$ cat config.mk
export PLATFORM = sky130hd
export DESIGN_NAME = wpb_top
export DESIGN_NICKNAME = d
export VERILOG_FILES = /design/src/logic/wpb_pkg.sv /design/src/logic/wpb_top.sv /design/src/logic/wpb_debounce.sv
export SDC_FILE = /design/constraint.sdc
export NUM_CORES = 1
export LEC_CHECK = 0
export BUFFER_PORTS_ARGS = -buffer_cell sky130_fd_sc_hd__buf_2
export CAP_MARGIN = 10
export CELL_PAD_IN_SITES_DETAIL_PLACEMENT = 0
export CELL_PAD_IN_SITES_GLOBAL_PLACEMENT = 1
export CORE_MARGIN = 3
export CORE_UTILIZATION = 51
export CTS_CLUSTER_SIZE = 25
export DETAILED_ROUTE_END_ITERATION = 10
export PLACE_DENSITY = 0.9
export SLEW_MARGIN = 10
export SYNTH_ARGS = -nofsm -noshare
export SYNTH_HDL_FRONTEND = slang
export SYNTH_SLANG_ARGS = --single-unit
$ cat constraint.sdc
create_clock -name clock -period 4.9 [get_ports clock]
set_clock_uncertainty 0.05 [all_clocks]
set_input_delay 0 -clock clock [delete_from_list [all_inputs] [get_ports clock]]
set_output_delay 0 -clock clock [all_outputs]
set_load 0.1 [all_outputs]
$ cat src/logic/wpb_pkg.sv
// Package for the wake and power button control block
package wpb_pkg;
    localparam int CLOCK_MHZ = 250;
    localparam int DEBOUNCE_MS = 16;
    localparam int DEBOUNCE_CYCLES = DEBOUNCE_MS * 1000 * CLOCK_MHZ;
    localparam int QUARTER_SEC_MS = 125;
    localparam int HALF_PERIOD_4HZ_MS = 125;
    localparam int HALF_PERIOD_CYCLES = HALF_PERIOD_4HZ_MS * 1000 * CLOCK_MHZ;
    localparam int RING_WINDOW_CYCLES = 500 * 1000 * CLOCK_MHZ;
    localparam int RING_PULSES = 3;
    localparam logic [2:0] BLINK_RESET = 3'h0;
    localparam logic BUTTON_RESET = 1'h1;

    typedef enum logic [2:0] {
        WPB_OFF, WPB_Q_HZ, WPB_H_HZ, WPB_1_HZ, WPB_4_HZ, WPB_ON
    } wpb_blink_type;

    typedef struct packed {
        logic button_out;
        logic supply_on_out;
        logic supply_on_oe;
        logic power_up_request;
    } wpb_pins_type;
endpackage

$ cat src/logic/wpb_top.sv
// Wake-up, power button, supply-on and blink control
`timescale 1ns/10ps
`default_nettype none
module wpb_top #(
    parameter int DEBOUNCE_CYCLES = wpb_pkg::DEBOUNCE_CYCLES,
    parameter int HALF_PERIOD_CYCLES = wpb_pkg::HALF_PERIOD_CYCLES,
    parameter int RING_WINDOW_CYCLES = wpb_pkg::RING_WINDOW_CYCLES
) (
    input wire logic clock,
    input wire logic rst,
    input wire logic supply_on_polarity_strap,
    input wire logic pin_config_strap_a,
    input wire logic pin_config_strap_b,
    input wire logic button_in,
    input wire logic ring_in,
    input wire logic sleep_state_a_in,
    input wire logic sleep_state_b_in,
    input wire logic standby_in_pin,
    input wire logic request_ack,
    input wire logic supply_enable,
    input wire logic [2:0] blink_sel_a,
    input wire logic [2:0] blink_sel_b,
    input wire logic [1:0] standby_out_value,
    output logic blink_out_a,
    output logic blink_out_b,
    output logic button_out,
    output logic supply_on_out,
    output logic supply_on_oe,
    output logic power_up_request,
    output logic standby_out_a,
    output logic standby_out_b,
    output logic standby_in,
    output logic sleep_a,
    output logic sleep_b,
    output logic power_mode
);
    logic button_clean;
    logic strap_pol;
    logic strap_pins;
    logic strap_taken;
    logic ring_s1;
    logic ring_s2;
    logic ring_prev;
    logic [1:0] sl_s1;
    logic [1:0] sl_s2;
    logic [2:0] sb_s1;
    logic [2:0] sb_s2;
    logic stby_s1;
    logic stby_s2;
    logic [31:0] tick_count;
    logic [4:0] phase;
    logic [31:0] ring_timer;
    logic [2:0] ring_pulses;
    logic wake_pending;
    logic [31:0] next_tick_count;
    logic [4:0] next_phase;
    logic [31:0] next_ring_timer;
    logic [2:0] next_ring_pulses;
    logic next_wake_pending;
    logic next_strap_pol;
    logic next_strap_pins;
    logic next_strap_taken;
    wpb_pkg::wpb_pins_type pins;
    wpb_pkg::wpb_pins_type next_pins;
    logic next_blink_a;
    logic next_blink_b;
    logic [2:0] next_standby;

    wpb_debounce #(.STABLE_CYCLES(DEBOUNCE_CYCLES)) u_debounce (
        .clock(clock),
        .rst(rst),
        .raw_in(button_in),
        .clean_out(button_clean)
    );

    function automatic logic blink_wave(input logic [2:0] sel,
                                        input logic [4:0] ph);
        case (wpb_pkg::wpb_blink_type'(sel))
            wpb_pkg::WPB_Q_HZ: blink_wave = ph[4];
            wpb_pkg::WPB_H_HZ: blink_wave = ph[3];
            wpb_pkg::WPB_1_HZ: blink_wave = ph[2];
            wpb_pkg::WPB_4_HZ: blink_wave = ph[0];
            wpb_pkg::WPB_ON: blink_wave = 1'h1;
            default: blink_wave = 1'h0;
        endcase
    endfunction

    always_comb begin
        next_tick_count = tick_count + 32'h1;
        next_phase = phase;
        if (tick_count >= 32'(HALF_PERIOD_CYCLES - 1)) begin
            next_tick_count = 32'h0;
            next_phase = phase + 5'h1;
        end
        next_blink_a = blink_wave(blink_sel_a, phase);
        next_blink_b = blink_wave(blink_sel_b, phase);
    end

    always_comb begin
        next_strap_taken = 1'h1;
        next_strap_pol = strap_pol;
        next_strap_pins = strap_pins;
        if (!strap_taken) begin
            next_strap_pol = sb_s2[0];
            next_strap_pins = sb_s2[1] | sb_s2[2];
        end
    end

    always_comb begin
        next_ring_timer = ring_timer;
        next_ring_pulses = ring_pulses;
        next_wake_pending = wake_pending;
        if (ring_pulses != 3'h0) begin
            if (ring_timer == 32'h0) begin
                next_ring_pulses = 3'h0;
            end else begin
                next_ring_timer = ring_timer - 32'h1;
            end
        end
        if (ring_prev && !ring_s2) begin
            if (ring_pulses == 3'h0) begin
                next_ring_timer = 32'(RING_WINDOW_CYCLES - 1);
            end
            next_ring_pulses = ring_pulses + 3'h1;
            if (ring_pulses + 3'h1 >= 3'(wpb_pkg::RING_PULSES)) begin
                next_ring_pulses = 3'h0;
                next_wake_pending = 1'h1;
            end
        end
        if (request_ack && !(ring_prev && !ring_s2 &&
            ring_pulses + 3'h1 >= 3'(wpb_pkg::RING_PULSES))) begin
            next_wake_pending = 1'h0;
        end
    end

    always_comb begin
        next_pins.power_up_request = !wake_pending;
        next_pins.button_out = strap_pins ? 1'h1 : button_clean;
        if (strap_pol) begin
            next_pins.supply_on_out = supply_enable;
            next_pins.supply_on_oe = !strap_pins;
        end else begin
            next_pins.supply_on_out = 1'h0;
            next_pins.supply_on_oe = supply_enable && !strap_pins;
        end
        next_standby[0] = strap_pins & standby_out_value[0];
        next_standby[1] = strap_pins & standby_out_value[1];
        next_standby[2] = strap_pins & stby_s2;
    end

    always_ff @(posedge clock) begin
        // Strap sync runs through reset so capture sees the pins
        sb_s1 <= {pin_config_strap_b, pin_config_strap_a,
                  supply_on_polarity_strap};
        sb_s2 <= sb_s1;
        if (rst) begin
            ring_s1 <= 1'h1;
            ring_s2 <= 1'h1;
            ring_prev <= 1'h1;
            sl_s1 <= 2'h0;
            sl_s2 <= 2'h0;
            stby_s1 <= 1'h0;
            stby_s2 <= 1'h0;
            tick_count <= 32'h0;
            phase <= 5'h0;
            ring_timer <= 32'h0;
            ring_pulses <= 3'h0;
            wake_pending <= 1'h0;
            strap_pol <= 1'h0;
            strap_pins <= 1'h0;
            strap_taken <= 1'h0;
            pins <= '{button_out: 1'h1, supply_on_out: 1'h0,
                      supply_on_oe: 1'h0, power_up_request: 1'h1};
            blink_out_a <= 1'h0;
            blink_out_b <= 1'h0;
            standby_out_a <= 1'h0;
            standby_out_b <= 1'h0;
            standby_in <= 1'h0;
            sleep_a <= 1'h0;
            sleep_b <= 1'h0;
            power_mode <= 1'h0;
        end else begin
            ring_s1 <= ring_in;
            ring_s2 <= ring_s1;
            ring_prev <= ring_s2;
            sl_s1 <= {sleep_state_b_in, sleep_state_a_in};
            sl_s2 <= sl_s1;
            stby_s1 <= standby_in_pin;
            stby_s2 <= stby_s1;
            tick_count <= next_tick_count;
            phase <= next_phase;
            ring_timer <= next_ring_timer;
            ring_pulses <= next_ring_pulses;
            wake_pending <= next_wake_pending;
            strap_pol <= next_strap_pol;
            strap_pins <= next_strap_pins;
            strap_taken <= next_strap_taken;
            pins <= next_pins;
            blink_out_a <= next_blink_a;
            blink_out_b <= next_blink_b;
            standby_out_a <= next_standby[0];
            standby_out_b <= next_standby[1];
            standby_in <= next_standby[2];
            sleep_a <= sl_s2[0];
            sleep_b <= strap_pins ? 1'h0 : sl_s2[1];
            power_mode <= next_strap_pol;
        end
    end

    assign button_out = pins.button_out;
    assign supply_on_out = pins.supply_on_out;
    assign supply_on_oe = pins.supply_on_oe;
    assign power_up_request = pins.power_up_request;
endmodule
`default_nettype wire

$ cat src/logic/wpb_debounce.sv
// Level debouncer with synchroniser
`timescale 1ns/10ps
`default_nettype none
module wpb_debounce #(
    parameter int STABLE_CYCLES = wpb_pkg::DEBOUNCE_CYCLES
) (
    input wire logic clock,
    input wire logic rst,
    input wire logic raw_in,
    output logic clean_out
);
    logic sync_a;
    logic sync_b;
    logic [31:0] count;
    logic [31:0] next_count;
    logic next_clean_out;

    always_comb begin
        next_count = 32'h0;
        next_clean_out = clean_out;
        if (sync_b != clean_out) begin
            if (count >= 32'(STABLE_CYCLES - 1)) begin
                next_clean_out = sync_b;
            end else begin
                next_count = count + 32'h1;
            end
        end
    end

    always_ff @(posedge clock) begin
        if (rst) begin
            sync_a <= wpb_pkg::BUTTON_RESET;
            sync_b <= wpb_pkg::BUTTON_RESET;
            count <= 32'h0;
            clean_out <= wpb_pkg::BUTTON_RESET;
        end else begin
            sync_a <= raw_in;
            sync_b <= sync_a;
            count <= next_count;
            clean_out <= next_clean_out;
        end
    end
endmodule
`default_nettype wire

==> impl_metrics.csv <==
group,metric,value,unit
global_route,grt_pass1_vias,4583,
clock_tree,clkSlewWorstSetupHoldPaths,0.06,ns
cells_and_area,final_cell_mix,"dfxtp_1, nor2_1, nor3_1",
yosys,netlist_area,0.00574,mm^2
critical_path,rrSetupSlack,2.00,ns
sta,max_freq,345,MHz
yosys,ys_warn_count,0,
detailed_routing,wire_per_inst,14.0,um
detailed_routing,antenna_left,0,
placement,dp_cells,780,
detailed_routing,drt_pass1_iterations,5,
status,status,"complete, no violations",
clock_tree,ctsResizeCount,0,
sta,tightest_slew,0.933,ns
cells_and_area,num_antenna_cells,0,
global_route,use_met2,32.7,%
yosys,syn_area_per_cell,9.31,um^2
floorplan,die_y,112,um
floorplan,boundaryPins,32,
sta,setup_viol,0,
critical_path,crit_end,"ring_timer[22]",
detailed_routing,drt-initial-drc-count,324,
detailed_routing,vias,4671,
pwr,finalPower,2.64,mW
run,max_cap_viol_count,0,
clock_tree,cts_tree,"yes",
sta,rsz0062_at_grt,"false",
critical_path,worstSetupStartpointType,"flop",
floorplan,rows,38,
hold_path,hold_path_depth,2,
clock_tree,cts_buffers,17,
critical_path,worstPathMaxFanout,21,
global_route,grt_pass1_wl,20500,um
pwr,p_leak,2.51,nW
global_route,grt_max_degree,73,
clock_tree,worstSkewPairLatency,0.41,ns
detailed_routing,drt_wl_total,11600,um
yosys,synth_cells,617,
critical_path,end_kind,"flop",
clock_tree,clk_root_buffer_cell,"clkbuf_16",
detailed_routing,vias_per_cell,5.65,
global_route,grt_usage,19.5,%
global_route,grt_overflow,0,
critical_path,required,5.11,ns
floorplan,initial_core_util,52.5,%
sta,fin_crit_sh,59.2,%
global_route,busiest_layer,"met2",
floorplan,dieArea,0.0126,mm^2
placement,gp_congestion,0.832,
cells_and_area,fin_util,61.8,%
critical_path,critical_path_class,"reg -> reg",
yosys,synth_ff_type,"dfxtp_1",
critical_path,startpoint,"ring_timer[0]",
pwr,vdd_drop_max,0.289,mV
cells_and_area,fin_nets,704,
sta,tns,0,ns
placement,place_area,0.00604,mm^2
hold_path,hold_class,"in -> reg",
sta,timing_hold_violations_final,0,
cells_and_area,stdcell_count,827,
yosys,netlist-cell-type-count,63,
yosys,synth_enable_flop_cells,0,
detailed_routing,drc_errors,0,
pwr,p_per_area,391,mW/mm^2
sta,slew_headroom,37.4,%
cells_and_area,layout_commonest_cell,"dfxtp_1",
clock_tree,cts_max_path_buffers,2,
critical_path,rr_worst_depth,8,
global_route,antenna_found_initial,0,
floorplan,dieWidth,112,um
global_route,use_met1,24.1,%
critical_path,cp_data_arrival_time,3.11,ns
sta,fin_ws,2.00,ns
yosys,synth-async-reset-ratio,0,%
placement,pre_cts_ws,1.95,ns
global_route,gr-usage-met3,5.18,%
cells_and_area,post-route-cell-area,0.00675,mm^2
critical_path,regToRegStartpoint,"ring_timer[0]",
sta,maxSlewViolCount,0,
sta,whs,0.170,ns
cells_and_area,drive_above_1_share,13.7,%
floorplan,core_area,0.0109,mm^2
clock_tree,clock_sinks,137,
yosys,yosysSeqAreaShare,47.7,%
placement,dp_hpwl,7450,um
clock_tree,htree_levels,4,
critical_path,r2r_end,"ring_timer[22]",
yosys,ys_seq_elements,137,
cells_and_area,area_delta_synth_final,17.6,%
placement,io_buffer_count,31,
sta,fin_crit,2.90,ns
## sequential cells by signal, indices dropped and copies added (netlist names), 2 cells and up
name and flops:
ring_timer 32, phase 5, sb_s1 3, ring_pulses 3
sl_s1 2, tick_count 32, sb_s2 3, u_debounce.count 32
sl_s2 2
## Yosys cell counts (5+ instances only)
cell / count / area (um^2)
a311oi_1: 6 / 52.6
or4_1: 11 / 82.6
nor2b_1: 15 / 93.8
o21ai_0: 15 / 75.1
nor3_1: 46 / 230
nand4_1: 16 / 100
dfxtp_1: 137 / 2740
xor2_1: 31 / 272
nor4_1: 11 / 68.8
and2_1: 7 / 43.8
nand3_1: 32 / 160
or3_1: 20 / 125
inv_1: 7 / 26.3
o41ai_1: 6 / 52.6
xnor2_1: 13 / 114
nor2_1: 60 / 225
a211oi_1: 7 / 52.6
or2_2: 9 / 56.3
o31ai_1: 5 / 37.5
clkbuf_1: 20 / 75.1
nand2_1: 30 / 113
a31oi_1: 6 / 37.5
nand4b_1: 6 / 52.6
ha_1: 8 / 100
a21oi_1: 25 / 125
and3_1: 11 / 68.8
## metal layers
metal	wire (um)	part of all wire, %
met5	0	0
met2	5620	48
met3	428	3.7
met1	5440	47
met4	122	1.1
## worst max-delay path, cell delays in order, from the launching register on
cell	delay (ns)
dfxtp_1	0.36
inv_1	0.10
ha_1	0.16
or4b_4	0.50
nand4b_4	0.23
nor4_4	0.79
buf_4	0.35
or4_1	0.14
a31oi_1	0.07
## kinds of logic after synthesis
family                   after synthesis  synth area share [%]
AND/OR/NAND/NOR                      295                  28.7
AO/OA/AOI/OAI                         90                  10.9
XOR/XNOR                              44                  6.71
flip-flops                           137                  47.7
adder cells (fa/ha/maj)                8                  1.74
other                                  1                0.0653
buffers and inverters                 34                  2.59
multiplexers                           8                  1.48
## layout make-up
cell class	count	area (um^2)
Sequential cell	137	2740
Clock inverter	12	96.3
Clock buffer	18	439
Multi-Input combinational cell	462	2930
Fill cell	904	4180
Tap cell	140	175
Timing Repair Buffer	51	348
Inverter	7	26.3
## power by group
group / total (mW) / switching (mW) / internal [mW]
combinational: 0.309 / 0.199 / 0.110
clock: 1.14 / 0.484 / 0.659
sequential: 1.19 / 0.0340 / 1.15
## timing repair
item / CTS / global route
buffers inserted: 0 / 0
hold buffers: 17 / 0
hold endpoints to repair: 16 / 0
## worst min-delay path by stage
| stage | start | endpoint | slack, ns |
|---|---|---|---|
| floorplan | supply_on_polarity_strap | sb_s1[0] | -0.02 |
| global placement | pin_config_strap_b | sb_s1[2] | 0.05 |
| detailed placement | pin_config_strap_a | sb_s1[1] | 0.05 |
| CTS | supply_on_polarity_strap | sb_s1[0] | 0.16 |
| global route | pin_config_strap_b | sb_s1[2] | 0.18 |
| finish | pin_config_strap_b | sb_s1[2] | 0.17 |
No activity file was read; power rests on OpenSTA's default activity.
